--- src/radio_irq_pkg.sv ---
// Constants, register map and field layout of the radio event interrupt logic.
// Assumes one 10 MHz clock and 8-bit registers at 10-bit addresses.
package radio_irq_pkg;

   // ***************************************************
   // Bus widths
   // ***************************************************
   localparam int ADDR_W = 10;
   localparam int DATA_W = 8;
   localparam int EV_W = 16; // {source hi, source lo}

   // ***************************************************
   // Register offsets
   // ***************************************************
   localparam logic [9:0] OFS_IRQ_OUT1_ENABLE_LO = 10'h3c7;
   localparam logic [9:0] OFS_IRQ_OUT1_ENABLE_HI = 10'h3c8;
   localparam logic [9:0] OFS_IRQ_OUT2_ENABLE_LO = 10'h3c9;
   localparam logic [9:0] OFS_IRQ_OUT2_ENABLE_HI = 10'h3ca;
   localparam logic [9:0] OFS_EVENT_SOURCE_LO = 10'h3cb;
   localparam logic [9:0] OFS_EVENT_SOURCE_HI = 10'h3cc;
   localparam logic [9:0] OFS_SUPPLY_MONITOR_CONFIG = 10'h3e6;

   // ***************************************************
   // Field positions, low source group
   // ***************************************************
   localparam int BIT_POWERUP = 1;
   localparam int BIT_WAKEUP = 2;
   localparam int BIT_READY = 3;
   localparam int BIT_POR = 4;
   localparam int BIT_LOW_SUPPLY = 5;

   // ***************************************************
   // Field positions, high source group
   // ***************************************************
   localparam int BIT_CCA_DONE = 0;
   localparam int BIT_RX_DELIM = 1;
   localparam int BIT_TX_DELIM = 2;
   localparam int BIT_RX_FRAME = 3;
   localparam int BIT_TX_FRAME = 4;

   // ***************************************************
   // Implemented bits and reset values
   // ***************************************************
   localparam logic [7:0] LO_MASK = 8'h3e;
   localparam logic [7:0] HI_MASK = 8'h1f;
   localparam logic [7:0] CFG_MASK = 8'h1f;
   localparam logic [7:0] EN_LO_RST = 8'h02;
   localparam logic [7:0] EN_HI_RST = 8'h00;
   localparam logic [7:0] SRC_RST = 8'h00;
   localparam logic [7:0] CFG_RST = 8'h00;
   localparam logic [7:0] RDATA_NONE = 8'h00;

   // ***************************************************
   // Supply monitor trip level in millivolts
   // ***************************************************
   localparam int SUPPLY_W = 12;
   localparam int TRIP_W = 5;
   localparam logic [11:0] TRIP_BASE_MV = 12'h6a4; // 1700 mV
   localparam logic [11:0] TRIP_STEP_MV = 12'h03e; // 62 mV

   // ***************************************************
   // Register select
   // ***************************************************
   typedef enum logic [2:0] {
      SEL_NONE, SEL_EN1_LO, SEL_EN1_HI, SEL_EN2_LO, SEL_EN2_HI,
      SEL_SRC_LO, SEL_SRC_HI, SEL_CFG
   } reg_sel_t;

endpackage

--- src/event_if.sv ---
// Interface carrying raw events, edge pulses and supply figures between the core
// and its event capture and supply monitor modules; all on one clock.
`timescale 1ns/1ps
interface event_if;
   logic [15:0] raw;
   logic [15:0] pulse;
   logic [11:0] supply_mv;
   logic [4:0] trip_code;
   logic low_pulse;

   modport capture (input raw, output pulse);
   modport monitor (input supply_mv, trip_code, output low_pulse);
   modport core (output raw, supply_mv, trip_code, input pulse, low_pulse);
endinterface

--- src/event_capture.sv ---
// Rising-edge detector turning each raw event level into a one-cycle pulse.
// Assumes raw events are synchronous to mclk.
`timescale 1ns/1ps
module event_capture (
   // Clock and reset
   input wire logic mclk,
   input wire logic rst_n,
   // Event lines
   event_if.capture ev
);

   typedef struct packed {
      logic [15:0] prev;
      logic [15:0] pulse;
   } cap_t;

   cap_t st_reg;
   cap_t st_next;

   // One edge detector per event line
   for (genvar i = 0; i < radio_irq_pkg::EV_W; i++) begin : g_edge
      always_comb begin
         st_next.prev[i] = ev.raw[i];
         st_next.pulse[i] = ev.raw[i] & ~st_reg.prev[i];
      end
   end

   // State register
   always_ff @(posedge mclk or negedge rst_n) begin
      if (!rst_n) begin
         st_reg <= '0;
      end else begin
         st_reg <= st_next;
      end
   end

   assign ev.pulse = st_reg.pulse;

endmodule // event_capture

--- src/supply_monitor.sv ---
// Battery supply comparator: flags the fall below the programmed trip level.
// Assumes the supply reading arrives in millivolts, synchronous to mclk.
`timescale 1ns/1ps
module supply_monitor (
   // Clock and reset
   input wire logic mclk,
   input wire logic rst_n,
   // Supply figures
   event_if.monitor ev
);

   typedef struct packed {
      logic low;
      logic low_pulse;
   } mon_t;

   mon_t st_reg;
   mon_t st_next;
   logic [11:0] trip_mv;
   logic [11:0] step_mv;

   // Trip level: base plus step times code
   always_comb begin
      step_mv = 12'(radio_irq_pkg::TRIP_STEP_MV * ev.trip_code);
      trip_mv = 12'(radio_irq_pkg::TRIP_BASE_MV + step_mv);
   end

   // Compare and detect the fall below the trip level
   always_comb begin
      st_next.low = ev.supply_mv < trip_mv;
      st_next.low_pulse = st_next.low & ~st_reg.low;
   end

   // State register
   always_ff @(posedge mclk or negedge rst_n) begin
      if (!rst_n) begin
         st_reg <= '0;
      end else begin
         st_reg <= st_next;
      end
   end

   assign ev.low_pulse = st_reg.low_pulse;

endmodule // supply_monitor

--- src/radio_event_interrupt_logic.sv ---
// Interrupt logic of a 2.4 GHz radio: event sources, two enable sets,
// two interrupt outputs and the battery monitor trip setting.
// Assumes a register port on mclk and event inputs synchronous to mclk.
`timescale 1ns/1ps
module radio_event_interrupt_logic (
   // Clock and reset
   input wire logic mclk,
   input wire logic rst_n,

   // Register port
   input wire logic [9:0] reg_addr,
   input wire logic [7:0] reg_wdata,
   input wire logic reg_wr,
   input wire logic reg_rd,
   output logic [7:0] reg_rdata,

   // Radio events
   input wire logic cca_result_valid,
   input wire logic rx_frame_stored,
   input wire logic tx_frame_sent,
   input wire logic tx_delim_sent,
   input wire logic rx_delim_found,

   // System events
   input wire logic controller_accept_flag,
   input wire logic wakeup_expired,
   input wire logic chip_ready,
   input wire logic [11:0] battery_supply,

   // Interrupt outputs
   output logic irq_out1,
   output logic irq_out2
);

   // ***************************************************
   // State
   // ***************************************************
   typedef struct packed {
      logic [7:0] en1_lo;
      logic [7:0] en1_hi;
      logic [7:0] en2_lo;
      logic [7:0] en2_hi;
      logic [7:0] src_lo;
      logic [7:0] src_hi;
      logic [7:0] cfg;
      logic [7:0] rdata;
      logic irq1;
      logic irq2;
      logic por_seen;
   } core_t;

   core_t st_reg;
   core_t st_next;

   // ***************************************************
   // Decoding functions
   // ***************************************************

   // Address to register select
   function automatic radio_irq_pkg::reg_sel_t decode(input logic [9:0] a);
      radio_irq_pkg::reg_sel_t s;
      s = radio_irq_pkg::SEL_NONE;
      unique case (a)
         radio_irq_pkg::OFS_IRQ_OUT1_ENABLE_LO: s = radio_irq_pkg::SEL_EN1_LO;
         radio_irq_pkg::OFS_IRQ_OUT1_ENABLE_HI: s = radio_irq_pkg::SEL_EN1_HI;
         radio_irq_pkg::OFS_IRQ_OUT2_ENABLE_LO: s = radio_irq_pkg::SEL_EN2_LO;
         radio_irq_pkg::OFS_IRQ_OUT2_ENABLE_HI: s = radio_irq_pkg::SEL_EN2_HI;
         radio_irq_pkg::OFS_EVENT_SOURCE_LO: s = radio_irq_pkg::SEL_SRC_LO;
         radio_irq_pkg::OFS_EVENT_SOURCE_HI: s = radio_irq_pkg::SEL_SRC_HI;
         radio_irq_pkg::OFS_SUPPLY_MONITOR_CONFIG: s = radio_irq_pkg::SEL_CFG;
         default: s = radio_irq_pkg::SEL_NONE;
      endcase
      return s;
   endfunction

   // Implemented bits of each register
   function automatic logic [7:0] bit_mask(input radio_irq_pkg::reg_sel_t s);
      logic [7:0] m;
      m = 8'h00;
      unique case (s)
         radio_irq_pkg::SEL_EN1_LO,
         radio_irq_pkg::SEL_EN2_LO,
         radio_irq_pkg::SEL_SRC_LO: m = radio_irq_pkg::LO_MASK;
         radio_irq_pkg::SEL_EN1_HI,
         radio_irq_pkg::SEL_EN2_HI,
         radio_irq_pkg::SEL_SRC_HI: m = radio_irq_pkg::HI_MASK;
         radio_irq_pkg::SEL_CFG: m = radio_irq_pkg::CFG_MASK;
         radio_irq_pkg::SEL_NONE: m = 8'h00;
      endcase
      return m;
   endfunction

   // Stored value of a register, reserved bits not yet masked
   function automatic logic [7:0] read_value(
      input radio_irq_pkg::reg_sel_t s,
      input core_t c
   );
      logic [7:0] v;
      v = radio_irq_pkg::RDATA_NONE;
      unique case (s)
         radio_irq_pkg::SEL_EN1_LO: v = c.en1_lo;
         radio_irq_pkg::SEL_EN1_HI: v = c.en1_hi;
         radio_irq_pkg::SEL_EN2_LO: v = c.en2_lo;
         radio_irq_pkg::SEL_EN2_HI: v = c.en2_hi;
         radio_irq_pkg::SEL_SRC_LO: v = c.src_lo;
         radio_irq_pkg::SEL_SRC_HI: v = c.src_hi;
         radio_irq_pkg::SEL_CFG: v = c.cfg;
         radio_irq_pkg::SEL_NONE: v = radio_irq_pkg::RDATA_NONE;
      endcase
      return v;
   endfunction

   // Write-one-clear term of one source group
   function automatic logic [7:0] clear_term(
      input radio_irq_pkg::reg_sel_t s,
      input radio_irq_pkg::reg_sel_t group,
      input logic [7:0] v
   );
      logic [7:0] c;
      c = (s == group) ? v : 8'h00;
      return c;
   endfunction

   // Sticky update of one source group; a set beats a clear in the same cycle
   function automatic logic [7:0] sticky(
      input logic [7:0] old_v,
      input logic [7:0] clr_v,
      input logic [7:0] set_v
   );
      logic [7:0] v;
      v = (old_v & ~clr_v) | set_v;
      return v;
   endfunction

   // Any set source bit whose enable bit is set too
   function automatic logic any_enabled(
      input logic [7:0] src_hi,
      input logic [7:0] src_lo,
      input logic [7:0] en_hi,
      input logic [7:0] en_lo
   );
      logic hit;
      hit = |({src_hi, src_lo} & {en_hi, en_lo});
      return hit;
   endfunction

   // ***************************************************
   // Event capture and supply monitor
   // ***************************************************
   event_if ev ();

   event_capture u_capture (
      .mclk(mclk),
      .rst_n(rst_n),
      .ev(ev.capture)
   );

   supply_monitor u_monitor (
      .mclk(mclk),
      .rst_n(rst_n),
      .ev(ev.monitor)
   );

   // Raw event lines in source register layout
   // Unused lines stay low, so no false edge follows reset
   always_comb begin
      ev.raw = 16'h0000;
      ev.raw[8 + radio_irq_pkg::BIT_CCA_DONE] = cca_result_valid;
      ev.raw[8 + radio_irq_pkg::BIT_RX_DELIM] = rx_delim_found;
      ev.raw[8 + radio_irq_pkg::BIT_TX_DELIM] = tx_delim_sent;
      ev.raw[8 + radio_irq_pkg::BIT_RX_FRAME] = rx_frame_stored;
      ev.raw[8 + radio_irq_pkg::BIT_TX_FRAME] = tx_frame_sent;
      ev.raw[radio_irq_pkg::BIT_POWERUP] = chip_ready;
      ev.raw[radio_irq_pkg::BIT_WAKEUP] = wakeup_expired;
      ev.raw[radio_irq_pkg::BIT_READY] = controller_accept_flag;
   end

   // Supply figures to the monitor
   assign ev.supply_mv = battery_supply;
   assign ev.trip_code = st_reg.cfg[4:0];

   // ***************************************************
   // Access decode
   // ***************************************************
   radio_irq_pkg::reg_sel_t wr_sel;
   radio_irq_pkg::reg_sel_t rd_sel;
   logic [7:0] wr_val;
   logic [7:0] set_lo;
   logic [7:0] set_hi;
   logic [7:0] clr_lo;
   logic [7:0] clr_hi;

   // Write select and masked write value
   always_comb begin
      wr_sel = reg_wr ? decode(reg_addr) : radio_irq_pkg::SEL_NONE;
      rd_sel = decode(reg_addr);
      wr_val = reg_wdata & bit_mask(wr_sel);
   end

   // Hardware set terms per source group
   always_comb begin
      set_lo = ev.pulse[7:0];
      set_lo[radio_irq_pkg::BIT_LOW_SUPPLY] = ev.low_pulse;
      set_lo[radio_irq_pkg::BIT_POR] = ~st_reg.por_seen;
      set_lo = set_lo & radio_irq_pkg::LO_MASK;
      set_hi = ev.pulse[15:8] & radio_irq_pkg::HI_MASK;
   end

   // Software clear terms: a one written clears the bit
   always_comb begin
      clr_lo = clear_term(wr_sel, radio_irq_pkg::SEL_SRC_LO, wr_val);
      clr_hi = clear_term(wr_sel, radio_irq_pkg::SEL_SRC_HI, wr_val);
   end

   // ***************************************************
   // Interrupt terms
   // ***************************************************
   logic irq1_hit;
   logic irq2_hit;

   // One request term per output from the present sources and enables
   always_comb begin
      irq1_hit = any_enabled(st_reg.src_hi, st_reg.src_lo, st_reg.en1_hi, st_reg.en1_lo);
      irq2_hit = any_enabled(st_reg.src_hi, st_reg.src_lo, st_reg.en2_hi, st_reg.en2_lo);
   end

   // ***************************************************
   // Next state
   // ***************************************************
   always_comb begin
      st_next = st_reg;

      // Enable and configuration writes
      unique case (wr_sel)
         radio_irq_pkg::SEL_EN1_LO: st_next.en1_lo = wr_val;
         radio_irq_pkg::SEL_EN1_HI: st_next.en1_hi = wr_val;
         radio_irq_pkg::SEL_EN2_LO: st_next.en2_lo = wr_val;
         radio_irq_pkg::SEL_EN2_HI: st_next.en2_hi = wr_val;
         radio_irq_pkg::SEL_CFG: st_next.cfg = wr_val;
         default: st_next.cfg = st_reg.cfg;
      endcase

      // Sticky sources; an event beside a clear is never lost
      st_next.src_lo = sticky(st_reg.src_lo, clr_lo, set_lo);
      st_next.src_hi = sticky(st_reg.src_hi, clr_hi, set_hi);

      // Power-on event raised once after reset
      // Flag stays set until the next reset, so the event never repeats
      st_next.por_seen = 1'b1;

      // Read data, valid in the cycle after the strobe
      // Zero outside the answer cycle keeps stale data off the port
      st_next.rdata = radio_irq_pkg::RDATA_NONE;
      if (reg_rd) begin
         st_next.rdata = read_value(rd_sel, st_reg) & bit_mask(rd_sel);
      end

      // Interrupt outputs, registered so they lag the sources by one cycle
      st_next.irq1 = irq1_hit;
      st_next.irq2 = irq2_hit;
   end

   // ***************************************************
   // State register
   // ***************************************************
   always_ff @(posedge mclk or negedge rst_n) begin
      if (!rst_n) begin
         st_reg.en1_lo <= radio_irq_pkg::EN_LO_RST;
         st_reg.en1_hi <= radio_irq_pkg::EN_HI_RST;
         st_reg.en2_lo <= radio_irq_pkg::EN_LO_RST;
         st_reg.en2_hi <= radio_irq_pkg::EN_HI_RST;
         st_reg.src_lo <= radio_irq_pkg::SRC_RST;
         st_reg.src_hi <= radio_irq_pkg::SRC_RST;
         st_reg.cfg <= radio_irq_pkg::CFG_RST;
         st_reg.rdata <= radio_irq_pkg::RDATA_NONE;
         st_reg.irq1 <= 1'b0;
         st_reg.irq2 <= 1'b0;
         st_reg.por_seen <= 1'b0;
      end else begin
         st_reg <= st_next;
      end
   end

   // ***************************************************
   // Outputs
   // ***************************************************
   assign reg_rdata = st_reg.rdata;
   assign irq_out1 = st_reg.irq1;
   assign irq_out2 = st_reg.irq2;

endmodule // radio_event_interrupt_logic

--- config.mk ---
export PLATFORM = sky130hd
export DESIGN_NAME = radio_event_interrupt_logic
export DESIGN_NICKNAME = d
export VERILOG_FILES = /design/src/radio_irq_pkg.sv /design/src/event_if.sv /design/src/event_capture.sv /design/src/supply_monitor.sv /design/src/radio_event_interrupt_logic.sv
export SDC_FILE = /design/constraint.sdc
export NUM_CORES = 1
export LEC_CHECK = 0
export BUFFER_PORTS_ARGS = -buffer_cell sky130_fd_sc_hd__buf_2
export CORE_MARGIN = 2
export CORE_UTILIZATION = 60
export CTS_BUF_LIST = sky130_fd_sc_hd__clkbuf_4 sky130_fd_sc_hd__clkbuf_8
export CTS_CLUSTER_DIAMETER = 150
export DETAILED_ROUTE_END_ITERATION = 6
export PLACE_DENSITY = 0.82
export SYNTH_ARGS = -nofsm -noshare
export SYNTH_HDL_FRONTEND = slang
export SYNTH_SLANG_ARGS = --single-unit
--- constraint.sdc ---
create_clock -name mclk -period 5.5 [get_ports mclk]
set_input_delay 0.55 -clock mclk [delete_from_list [all_inputs] [get_ports mclk]]
set_output_delay 0.55 -clock mclk [all_outputs]
set_load 0.01 [all_outputs]
# ---- Word-level counts from Yosys, hierarchy flattened
# Memories as Yosys holds them, arrays and structs flattened.
# Cells that the tools add are included.
dict set report word_totals {
  wordCells 81
  mem_count 2
  ff_bits 85
  output_inout_bits 10
  input_bits 42
  romBits 96
}
# memory depth word_bits rd rd_clocked_by_memory_dff wr line_no
set mem_list {}
lappend mem_list {{(name not given)} 8 6 1 0 0 radio_event_interrupt_logic.sv:80} ;# unique case (s)
lappend mem_list {{(name not given)} 8 6 1 0 0 radio_event_interrupt_logic.sv:80}
dict set report op_classes {
  n_mux 8
  eq_ne 21
  multipliers 1
  n_bitwise 29
  n_reduce_logical 3
  magnitude_cmp 1
  n_addsub 1
}
# operator count
set op_table {}
lappend op_table {{$eq A10 B10 Y1 const B} 7}
lappend op_table {{$pmux W8 S8} 1}
lappend op_table {{$mux W8} 5}
lappend op_table {{$and A16 B16 Y16} 2}
lappend op_table {{$and A8 B8 Y8} 4}
lappend op_table {{$reduce_or A16 Y1} 2}
lappend op_table {{$eq A3 B3 Y1 const B} 8}
lappend op_table {{$pmux W3 S7} 1}
lappend op_table {{$not A8 Y8} 2}
lappend op_table {{$add A11 B11 Y12 const A} 1}
lappend op_table {{$eq A3 B2 Y1 const B} 4}
lappend op_table {{$lt A12 B12 Y1} 1}
lappend op_table {{$mul A5 B5 Y10 const A} 1}
lappend op_table {{$not A1 Y1} 10}
lappend op_table {{$and A1 B1 Y1} 9}
lappend op_table {{$or A8 B5 Y8} 1}
lappend op_table {{$or A8 B6 Y8} 1}
lappend op_table {{$eq A3 B1 Y1 const B} 2}
lappend op_table {{$logic_not A3 Y1} 1}
lappend op_table {{$mux W3} 1}

# ---- Depth between registers and ports, before layout
# Gate-level depths: netlist (run 1).
# An unclocked memory read counts as a cell.
dict set report logic_depth {
  depth_word 9
  mapped_depth 18
  ltp_nobuf 18
}

# ---- Hierarchy
# From an unflattened synthesis (run 1), not the netlist that was laid out.
dict set report unflattened {
  cells_unflattened 435
  area_unflattened_um2 4885.9
}
# module area_each_um2 seq_area_each_um2 instances cells_per_inst
set by_module_without_submodules {}
lappend by_module_without_submodules {radio_event_interrupt_logic 2701.3 1278.7 1 255}
lappend by_module_without_submodules {event_capture 1141.1 800.8 1 64}
lappend by_module_without_submodules {supply_monitor 1043.5 50.0 1 116}

# ---- Worst setup path after synthesis (run 1)
# OpenSTA, ideal clock, no wires.
dict set report synth_timing {
  kind {reg-to-reg}
  from {register st_reg (netlist bit ev.trip_code[2])}
  to {register u_monitor.st_reg (netlist bit u_monitor.ev.low_pulse)}
  arrival_ns 4.400
  setup_time_ns 0.094
  path_stages_with_launch 19
  n_path_buf 0
  path_slack_ns 1.006
  t_required_ns 5.406
  path_cell_list {dfrtp_1 fa_1 inv_1 fa_1 fa_1 inv_1 ha_1 and3_1 o21a_1 or4_1 o2111a_2 o31ai_4 xnor2_1 ha_1 o21ai_0 nand2b_1 nand3_1 a21oi_1 a211oi_1}
}
# item line_no
set synth_rtl {}
lappend synth_rtl {{start: declaration} radio_event_interrupt_logic.sv:52} ;# core_t st_reg;
lappend synth_rtl {{start signal: assignment} radio_event_interrupt_logic.sv:280} ;# st_reg <= st_next;
lappend synth_rtl {{end signal: assignment} supply_monitor.sv:39} ;# st_reg <= st_next;
lappend synth_rtl {{end: declaration} supply_monitor.sv:17} ;# mon_t st_reg;

==> out/qor.txt, run 1 <==
Clk pwr share = 0.331
CTS Buffer Depth = 2
Slowest-stage cell, CP = fa_1
final setup fails = 0
Max Slew Vio Count = 0
Min Hold Slack = 311 ps
leakage power = 2.19 nW
Layout area overhead = 10.2%
Yosys warnings = 0
Int Power = 0.000875 W
largest cells by area after synthesis = dfrtp_1 (40%), ha_1 (9.3%), mux2_2 (4.1%), fa_1 (3.8%), o21ai_0 (3.0%)
WP data required = 5760 ps
DR vias/cell = 6.10
Pre-antenna DRT Iters = 5
Net Sw Frac = 0.308
post-synthesis compound-gate area fraction = 0.165
Clk Latency, worst-skew pair = 350 ps
max FFs per register = 38
vias in the first global route = 3221
clk slew on worst S/H paths = 80 ps
max-cap violations = 0
post-synthesis mux area share = 0.0589
Post-Synth Adder-Cell Area = 0.132
All-Layer GR Usage = 0.270
final net count = 517
Starting Density = 0.617
Hold Fails Final Rpt = 0
average wire per standard cell = 18.1 um
Post-CTS Setup Inserts = 0
global-route wire length before repair = 15.7 mm
crit-path cells = fa_1 -> inv_1 -> fa_1 -> fa_1 -> inv_1 -> ha_1 -> and3_1 -> o21a_1 -> or4_1 -> o2111a_2 -> o31ai_4 -> xnor2_1 -> ha_1 -> o21ai_0 -> nand2b_1 -> nand3_1 -> a21oi_1 -> a211oi_1
Max Freq = 207 MHz
Worst Path Arrival = 5080 ps
RD Place Congestion = 0.923
Top Ports = 52
Remaining DRCs = 0
IO buf count = 46
fin crit share = 0.877
post-synthesis simple-gate area fraction = 0.156
distinct cell type count after synthesis = 63
initial antenna violation count = 0
CTS tree = yes
vias = 3177
RSZ-0062 raised after global routing = false
sequential cell area fraction in the yosys report = 0.415
total chip power = 0.00126 W
crit end category = flop
Die W = 87.3 um
Max IR drop VDD = 0.211 mV
Worst Path Buf+Inv = 2
Root Driver = clkbuf_8
Inserted Clock Buffers = 9
ys async rst share = 1.00
Die ar. = 7630 um^2
row cnt = 30
Sequential Power Share = 0.417
Most common cell on crit path = fa_1
Ant. Diodes = 0
Worst setup SP type = flop
Starting DRT DRC Count = 254
Comb power frac = 0.252
max_slew headroom = 0.436
Net Sw Power = 0.000389 W
crit path time final = 4820 ps
share of the synthesized area in the top cell type = 0.402
remaining antenna violation count = 0
wirelength, routed = 9.43 mm
status = finished, final reports clean
XOR/XNOR Fraction of Synth Area = 0.0231
EDFF count, synth = 0
Post-CTS Hold Buffers = 0
Primary FF master, synth = dfrtp_1
CTS Sinks = 69
Core Box Area = 6760 um^2
hpwl dp = 6.92 mm
Setup CP Type = flop to flop
largest net degree at the start of global routing = 70
filler cell count = 511
Seq cells post-synth = 69
Tightest Pin Transition = 845 ps
worst min path class = primary input to flop
global route overflow = 0
H-tree levels = 3
Yosys top cell by area = dfrtp_1
TNS Setup = 0 ps
area of the mapped netlist = 4170 um^2
delay-heaviest family, CP = adder cells
Layout Skew = 10.2 ps
largest family of logic cells by synthesized area = compound AO/OA/AOI/OAI gates
slowest cell delay on critical path = 630 ps
Post-CTS Resized = 0
mean post-synth cell area = 10.5 um^2
Die Y = 87.3 um
share of cells above drive strength 1 = 0.215
pwr dens = 275 nW/um^2
Mapped Cells = 395
crit path max fanout = 6
## synthesized netlist by cell type, types with 3 or more instances
library cell,count
dfrtp_1,67
nand2_1,32
ha_1,31
o21ai_0,25
inv_1,23
mux2_2,15
nor2b_1,15
a21oi_1,14
nand2b_1,13
nor2_1,11
nand3_1,10
a221oi_1,9
buf_4,9
fa_1,8
and2_1,7
a21o_1,6
a22o_1,6
and3_1,6
xor2_1,6
buf_2,5
mux2i_1,5
xnor2_1,5
a22oi_1,3
clkbuf_1,3
nor2_2,3
nor3_1,3
o211a_1,3
o211ai_1,3
o221ai_1,3
## worst reg2reg max path: cells and delay by family, from the launching register on
kind                     cells  cell delay (ps)
flip-flops                   1              480
XOR/XNOR                     1              150
buffers and inverters        2              140
AO/OA/AOI/OAI                6              940
AND/OR/NAND/NOR              4              810
adder cells (fa/ha/maj)      5             2200
## cells in the final DEF (no fill, tap or decap), drive strengths merged, types with 6 or more instances in the layout
cell type / n
dfrtp: 67
buf: 47
nand2: 32
ha: 31
o21ai: 26
inv: 24
mux2: 17
nor2b: 15
nor2: 15
a21oi: 14
nand2b: 13
nand3: 11
clkbuf: 11
a221oi: 9
fa: 8
and2: 7
xor2: 6
a21o: 6
and3: 6
a22o: 6
## final timing paths
path / start / end / cells after the start / slack (ps)
max: ev.trip_code[2]$_DFFE_PN0N_ / u_monitor.ev.low_pulse$_DFF_PN0_ / 18 / 680
min: tx_delim_sent / u_capture.st_reg[26]$_DFF_PN0_ / 1 / 310
max reg2reg: ev.trip_code[2]$_DFFE_PN0N_ / u_monitor.ev.low_pulse$_DFF_PN0_ / 18 / 680
min reg2reg: st_reg[0]$_DFF_PN0_ / st_reg[31]$_DFF_PN0_ / 1 / 400
max in group asynchronous: rst_n / reg_rdata[5]$_DFF_PN0_ / 2 / 4560
min in group asynchronous: rst_n / u_monitor.ev.low_pulse$_DFF_PN0_ / 2 / 370
## per-stage QoR
stage,worst slack [ps],std cells,util,cell area (um^2)
final,679,521,0.679,4590
after global routing,295,521,0.679,4590
after CTS,661,521,0.679,4590
after detailed placement,672,505,0.650,4390
after global placement,787,505,0.650,4390
after floorplan,1010,396,-,4170
## power by group through the flow
stage	registers (W)	clock network, W	logic (W)
CTS	0.000528	0.000422	0.000316
global route	0.000529	0.000445	0.000360
finish	0.000528	0.000418	0.000319
global placement	0.000537	0	0.000295
detailed placement	0.000538	0	0.000314
floorplan	0.000536	0	0.000233
## layout make-up
cell class | count | area [um^2] | area share
sequential | 69 | 1730 | 0.377
multi-input combinational | 286 | 2240 | 0.488
clock buffer | 11 | 139 | 0.0303
timing repair buffer | 47 | 238 | 0.0518
inverter | 23 | 86.3 | 0.0188
clock inverter | 5 | 58.8 | 0.0128
tap | 80 | 100 | 0.0218
## layer usage
layer / up-vias / share of wire / track usage
li1: 1487 / - / -
met1: 1541 / 0.45 / 0.373
met2: 130 / 0.47 / 0.423
met3: 19 / 0.066 / 0.0654
met4: 0 / 0.019 / 0.0825
met5: - / 0 / 0
## logic make-up after synthesis
| kind of cell | after synthesis |
|---|---|
| buf+inv | 41 |
| xor+xnor | 11 |
| fa+ha+maj | 39 |
| mux | 22 |
| other cells | 2 |
| compound gates | 96 |
| flops | 69 |
| simple gates | 115 |
Power figures use the tool's default switching activity.
==> inputs of run 2 (changes only) <==
--- a/config.mk
+++ b/config.mk
@@ -6,12 +6,13 @@
 export NUM_CORES = 1
 export LEC_CHECK = 0
 export BUFFER_PORTS_ARGS = -buffer_cell sky130_fd_sc_hd__buf_2
-export CORE_MARGIN = 2
 export CORE_UTILIZATION = 60
 export CTS_BUF_LIST = sky130_fd_sc_hd__clkbuf_4 sky130_fd_sc_hd__clkbuf_8
 export CTS_CLUSTER_DIAMETER = 150
 export DETAILED_ROUTE_END_ITERATION = 6
+export HOLD_SLACK_MARGIN = 0.05
 export PLACE_DENSITY = 0.82
+export RECOVER_POWER = 100
 export SYNTH_ARGS = -nofsm -noshare
 export SYNTH_HDL_FRONTEND = slang
 export SYNTH_SLANG_ARGS = --single-unit
==> run 2 against run 1 <==
  * The flow now finishes with violations (design-rule violations, max-capacitance violations, max-slew violations)
  * Largest power group unchanged
  * Die area shrank 4.5%
  * Sequential power hardly changed
  * Largest cell class unchanged
  * Register-to-register slack lost 50 ps
==> out/qor.txt, run 2 (same netlist as run 1, synthesis figures left out) <==
Net Sw Power = 0.000371 W (-4.6%)
Inserted Clock Buffers = 9 (unchanged)
Die W = 85.3 um (-2.3%)
commonest non-fill, non-tap cell in the layout = dfrtp_1
Starting DRT DRC Count = 233 (-8.3%)
PnR worst setup slack = 625 ps (-54.3 ps)
Remaining DRCs = 1 (+1)
RSZ-0062 raised after global routing = false
Max Freq = 205 MHz (-1.1%)
status = complete, but fails checks
TNS Setup = 0 ps (unchanged)
Max Slew Vio Count = 70 (+70)
placed cell count = 505 (unchanged)
final net count = 517 (unchanged)
initial antenna violation count = 0 (unchanged)
pwr dens = 268 nW/um^2 (-2.7%)
Post-CTS Hold Buffers = 0 (unchanged)
WP data required = 5750 ps (about the same)
IO buf count = 46 (unchanged)
DR vias/cell = 5.99 (-1.8%)
Int Power = 0.000832 W (-4.9%)
leading cell types in the layout, fill and taps excluded = dfrtp_1 (67), buf_2 (35), nand2_1 (32)
slowest cell delay on critical path = 640 ps (about the same)
remaining antenna violation count = 0 (unchanged)
Post-CTS Resized = 0 (unchanged)
Pre-antenna DRT Iters = 7 (+2)
Die ar. = 7280 um^2 (-4.5%)
pre-CTS setup slack = 676 ps (+3.20 ps)
max FFs per register = 38 (unchanged)
All-Layer GR Usage = 0.272 (+0.00233)
Ant. Diodes = 0 (unchanged)
Worst Path Arrival = 5130 ps (+50 ps)
Clk pwr share = 0.311 (-0.020)
Most common cell on crit path = fa_1
wirelength, routed = 8.97 mm (-4.8%)
global route overflow = 0 (unchanged)
row cnt = 30 (unchanged)
leakage power = 2.11 nW (-3.7%)
Min Hold Slack = 315 ps (+3.48 ps)
RD Place Congestion = 0.932 (+1.0%)
worst min path class = primary input to flop
failing checks = design-rule violations, max-capacitance violations, max-slew violations
Finished Layout Cells = 521 (unchanged)
filler cell count = 536 (+4.9%)
Setup CP Type = flop to flop
crit-path cells = fa_1 -> inv_1 -> fa_1 -> fa_1 -> inv_1 -> ha_1 -> and3_1 -> o21a_1 -> or4_1 -> o2111a_1 -> o31ai_1 -> xnor2_1 -> ha_1 -> o21ai_0 -> nand2b_1 -> nand3_1 -> a21oi_1 -> a211oi_1
largest net degree at the start of global routing = 70 (unchanged)
CTS Sinks = 69 (unchanged)
Die Y = 85.3 um (-2.3%)
H-tree levels = 3 (unchanged)
final setup fails = 0 (unchanged)
Starting Density = 0.617 (unchanged)
CTS Buffer Depth = 2 (unchanged)
Worst Path Buf+Inv = 2 (unchanged)
Root Driver = clkbuf_8
global-route wire length before repair = 15.0 mm (-4.1%)
vias in the first global route = 3093 (-4.0%)
Sequential cell area = 1730 um^2 (unchanged)
Tightest Pin Transition = 3610 ps (+2760 ps)
crit path time final = 4880 ps (+54.3 ps)
Top Ports = 52 (unchanged)
Slowest-stage cell, CP = fa_1
Layout Skew = 5.01 ps (-5.22 ps)
Post-CTS Setup Inserts = 0 (unchanged)
fin crit share = 0.886 (+0.00988)
CTS tree = yes
Core Box Area = 6760 um^2 (unchanged)
average wire per standard cell = 17.2 um (-4.8%)
post-layout util = 0.665 (-0.0144)
Hold Fails Final Rpt = 0 (unchanged)
vias = 3121 (-1.8%)
Layout area overhead = 7.84%
max_slew headroom = -1.41 (-1.84)
Max IR drop VDD = 0.186 mV (-12%)
Clk Latency, worst-skew pair = 340 ps (about the same)
max-cap violations = 1 (+1)
delay-heaviest family, CP = adder cells
crit end category = flop
Net Sw Frac = 0.309 (+0.000752)
Comb power frac = 0.251 (about the same)
Worst setup SP type = flop
clk slew on worst S/H paths = 70 ps (about the same)
crit path max fanout = 6 (unchanged)
hpwl dp = 6.79 mm (-1.9%)
Sequential Power Share = 0.439 (+0.022)
share of cells above drive strength 1 = 0.168 (-0.0476)
Multi-input gate area = 2180 um^2 (-2.8%)
[run 2: cell count changes in the layout (fill, tap and decap cells not counted), moves of 2 or more]
cell	previous run	this run
and2_0	0	4
buf_2	46	35
clkbuf_1	0	12
nor2_2	3	1
nor2_1	11	14
and2_1	7	3
[run 2: final timing paths]
path	endpoint	cells past startpoint	slack, ps	startpoint
max in group asynchronous	u_capture.st_reg[28]$_DFF_PN0_	2	1950	rst_n
worst min register to register	st_reg[31]$_DFF_PN0_	1	400	st_reg[0]$_DFF_PN0_
worst max-delay path	u_monitor.ev.low_pulse$_DFF_PN0_	18	620	ev.trip_code[2]$_DFFE_PN0N_
worst max register to register	u_monitor.ev.low_pulse$_DFF_PN0_	18	620	ev.trip_code[2]$_DFFE_PN0N_
min in group asynchronous	u_capture.ev.pulse[2]$_DFF_PN0_	2	1540	rst_n
worst min-delay path	u_capture.st_reg[24]$_DFF_PN0_	1	310	cca_result_valid
[run 2: metal layers]
| layer | track usage | up-vias | wire (um) |
|---|---|---|---|
| met5 | 0 | - | 0 |
| li1 | - | 1485 | - |
| met1 | 0.374 | 1505 | 4100 |
| met4 | 0.0788 | 0 | 155 |
| met3 | 0.0671 | 16 | 564 |
| met2 | 0.433 | 115 | 4150 |
[run 2: power by group through the flow]
stage	combinational, W	sequential, W	clock [W]
after floorplan	0.000233	0.000536	0
after global placement	0.000296	0.000537	0
after detailed placement	0.000312	0.000538	0
after CTS	0.000313	0.000528	0.000383
after global routing	0.000343	0.000529	0.000405
final	0.000302	0.000528	0.000374
[run 2: worst reg2reg max path: cells and delay by family (launching register included)]
family          cells  cell delay (ps)
compound gates      6              970
flops               1              480
fa+ha+maj           5             2210
xor+xnor            1              170
simple gates        4              800
buf+inv             2              150
[run 2: per-stage QoR]
step / area (um^2) / power (W)
final: 4490 / 0.00120
after global routing: 4490 / 0.00128
after CTS: 4570 / 0.00122
after detailed placement: 4390 / 0.000850
after global placement: 4390 / 0.000834
after floorplan: 4170 / 0.000768
[run 2: layout make-up]
type / count / area share
sequential: 69 / 0.385
tap: 80 / 0.0223
timing repair buffer: 47 / 0.0490
clock inverter: 5 / 0.00780
clock buffer: 11 / 0.0323
inverter: 23 / 0.0192
multi-input combinational: 286 / 0.485
==> inputs of run 3 (changes only) <==
--- a/config.mk
+++ b/config.mk
@@ -11,7 +11,7 @@
 export CTS_CLUSTER_DIAMETER = 150
 export DETAILED_ROUTE_END_ITERATION = 6
 export HOLD_SLACK_MARGIN = 0.05
-export PLACE_DENSITY = 0.82
+export PLACE_DENSITY_LB_ADDON = 0.2
 export RECOVER_POWER = 100
 export SYNTH_ARGS = -nofsm -noshare
 export SYNTH_HDL_FRONTEND = slang
==> run 3 against run 2 <==
  * The run ends with max-capacitance violations, max-slew violations left
  * Die area is the same
  * Non-clock buffer count is the same
  * Via count shrank 0.13%
  * Sequential power is essentially flat
  * Design area grew 0.25%
  * Sequential share of layout area shrank 0.096 points
  * Core utilization grew 0.17 points
  * Clock-buffer cell count is the same
  * Critical endpoint unchanged
==> out/qor.txt, run 3 (same netlist as run 1, synthesis figures left out) <==
Inserted Clock Buffers = 9 (unchanged)
crit-path cells = fa_1 -> inv_1 -> fa_1 -> fa_1 -> inv_1 -> ha_1 -> o21ai_0 -> o21bai_1 -> o21ba_1 -> nor4_1 -> a311o_1 -> xnor2_1 -> ha_1 -> o21ai_0 -> nand2b_1 -> nand3_1 -> a21oi_1 -> a211oi_1
Tightest Pin Transition = 3570 ps (-40.4 ps)
Starting DRT DRC Count = 251 (+7.7%)
vias = 3117 (-0.13%)
hpwl dp = 6.62 mm (-2.5%)
remaining antenna violation count = 0 (unchanged)
Sequential cell area = 1730 um^2 (unchanged)
Area after DPL = 4390 um^2 (unchanged)
CTS tree = yes
Remaining DRCs = 0 (-1)
Top Ports = 52 (unchanged)
slowest cell delay on critical path = 630 ps (about the same)
largest net degree at the start of global routing = 70 (unchanged)
final instance area = 4500 um^2 (+0.25%)
TNS Setup = 0 ps (unchanged)
Die W = 85.3 um (unchanged)
RD Place Congestion = 0.899 (-3.6%)
DR vias/cell = 5.98 (-0.13%)
Finished Layout Cells = 521 (unchanged)
H-tree levels = 3 (unchanged)
Worst setup SP type = flop
Max Freq = 208 MHz (+1.2%)
failing checks = max-capacitance violations, max-slew violations
crit end category = flop
Layout Skew = 8.06 ps (+3.04 ps)
filler cell count = 560 (+4.5%)
status = complete, but fails checks
max-cap violations = 1 (unchanged)
Pre-antenna DRT Iters = 5 (-2)
reg2reg start = ev.trip_code[2]$_DFFE_PN0N_
worst min path class = primary input to flop
global route overflow = 0 (unchanged)
crit path max fanout = 6 (unchanged)
Multi-input gate area = 2190 um^2 (+0.69%)
WP data required = 5750 ps (about the same)
max FFs per register = 38 (unchanged)
placed cell count = 505 (unchanged)
crit path time final = 4820 ps (-58.4 ps)
global-route wire length before repair = 14.8 mm (-1.7%)
max_slew headroom = -1.38 (+0.0270)
All-Layer GR Usage = 0.267 (-0.00533)
vias in the first global route = 2970 (-4.0%)
CTS Buffer Depth = 2 (unchanged)
row cnt = 30 (unchanged)
commonest non-fill, non-tap cell in the layout = dfrtp_1
Post-CTS Resized = 0 (unchanged)
r2r setup slk = 680 ps (+60 ps)
leading cell types in the layout, fill and taps excluded = dfrtp_1 (67), buf_2 (35), nand2_1 (32)
Ant. Diodes = 0 (unchanged)
Clk Latency, worst-skew pair = 350 ps (about the same)
Most common cell on crit path = fa_1
final net count = 517 (unchanged)
post-layout util = 0.667 (+0.00167)
Crit. Startpoint = ev.trip_code[2]$_DFFE_PN0N_
Slowest-stage cell, CP = fa_1
Core Box Area = 6760 um^2 (unchanged)
average wire per standard cell = 17.1 um (-0.92%)
Post-CTS Hold Buffers = 0 (unchanged)
Die ar. = 7280 um^2 (unchanged)
Post-CTS Setup Inserts = 0 (unchanged)
Max IR drop VDD = 0.194 mV (+4.2%)
Setup CP Type = flop to flop
clk slew on worst S/H paths = 80 ps (about the same)
leakage power = 2.11 nW (+0.23%)
share of cells above drive strength 1 = 0.168 (unchanged)
RSZ-0062 raised after global routing = false
pwr dens = 267 nW/um^2 (-0.41%)
hold path start = cca_result_valid
final setup fails = 0 (unchanged)
Max Slew Vio Count = 70 (unchanged)
Hold Fails Final Rpt = 0 (unchanged)
fin crit share = 0.876 (-0.0106)
initial antenna violation count = 0 (unchanged)
total chip power = 0.00120 W (-0.17%)
CTS Sinks = 69 (unchanged)
Worst Path Arrival = 5070 ps (-60 ps)
Root Driver = clkbuf_8
IO buf count = 46 (unchanged)
Starting Density = 0.617 (unchanged)
Die Y = 85.3 um (unchanged)
Layout area overhead = 8.11%
wirelength, routed = 8.89 mm (-0.92%)
[run 3: changes by cell type in the layout (fill, tap and decap cells not counted)]
cell        change
clkinvlp_4      +1
o21ba_1         +1
o31ai_1         -1
clkbuf_8        -1
o2111a_1        -1
mux2_1          +1
o31ai_4         +1
o2111a_2        +1
clkinv_2        -1
mux2_2          -1
o21ba_2         -1
clkbuf_4        +1
[run 3: worst paths after layout]
path	endpoint	cells past startpoint
min	u_capture.st_reg[24]$_DFF_PN0_	1
max	u_monitor.ev.low_pulse$_DFF_PN0_	18
max reg2reg	u_monitor.ev.low_pulse$_DFF_PN0_	18
min reg2reg	u_monitor.ev.low_pulse$_DFF_PN0_	1
max in group asynchronous	st_reg[39]$_DFFE_PN0N_	2
min in group asynchronous	u_monitor.ev.low_pulse$_DFF_PN0_	2
[run 3: layer usage]
layer  wire, um  global-route usage  part of all wire
met1       4190               0.382              0.47
met2       4000               0.413              0.45
met3        545              0.0535             0.061
met4        164              0.0818             0.018
met5          0                   0                 0
[run 3: metrics by stage]
stage / worst slack, ps / hold WS (ps)
finish: 683 / 313
global route: 322 / 294
CTS: 679 / 297
detailed placement: 711 / 389
global placement: 771 / 383
floorplan: 1010 / 254
[run 3: power by group]
part | total (W) | switching [W] | internal [W]
sequential | 0.000528 | 0.00000664 | 0.000521
combinational | 0.000309 | 0.000177 | 0.000131
clock | 0.000365 | 0.000190 | 0.000175
total | 0.00120 | 0.000374 | 0.000827
[run 3: area by class of cell]
class,count,share of cell area
Sequential cell,69,0.384
Inverter,23,0.0192
Timing Repair Buffer,47,0.0489
Tap cell,80,0.0222
Clock inverter,5,0.00833
Multi-Input combinational cell,286,0.487
Clock buffer,11,0.0308
[run 3: critical path: cells and delay by family (launching register included)]
family / cells / cell delay [ps]
adder cells (fa/ha/maj): 5 / 2190
AO/OA/AOI/OAI: 7 / 1380
flip-flops: 1 / 480
AND/OR/NAND/NOR: 3 / 300
XOR/XNOR: 1 / 220
buffers and inverters: 2 / 130
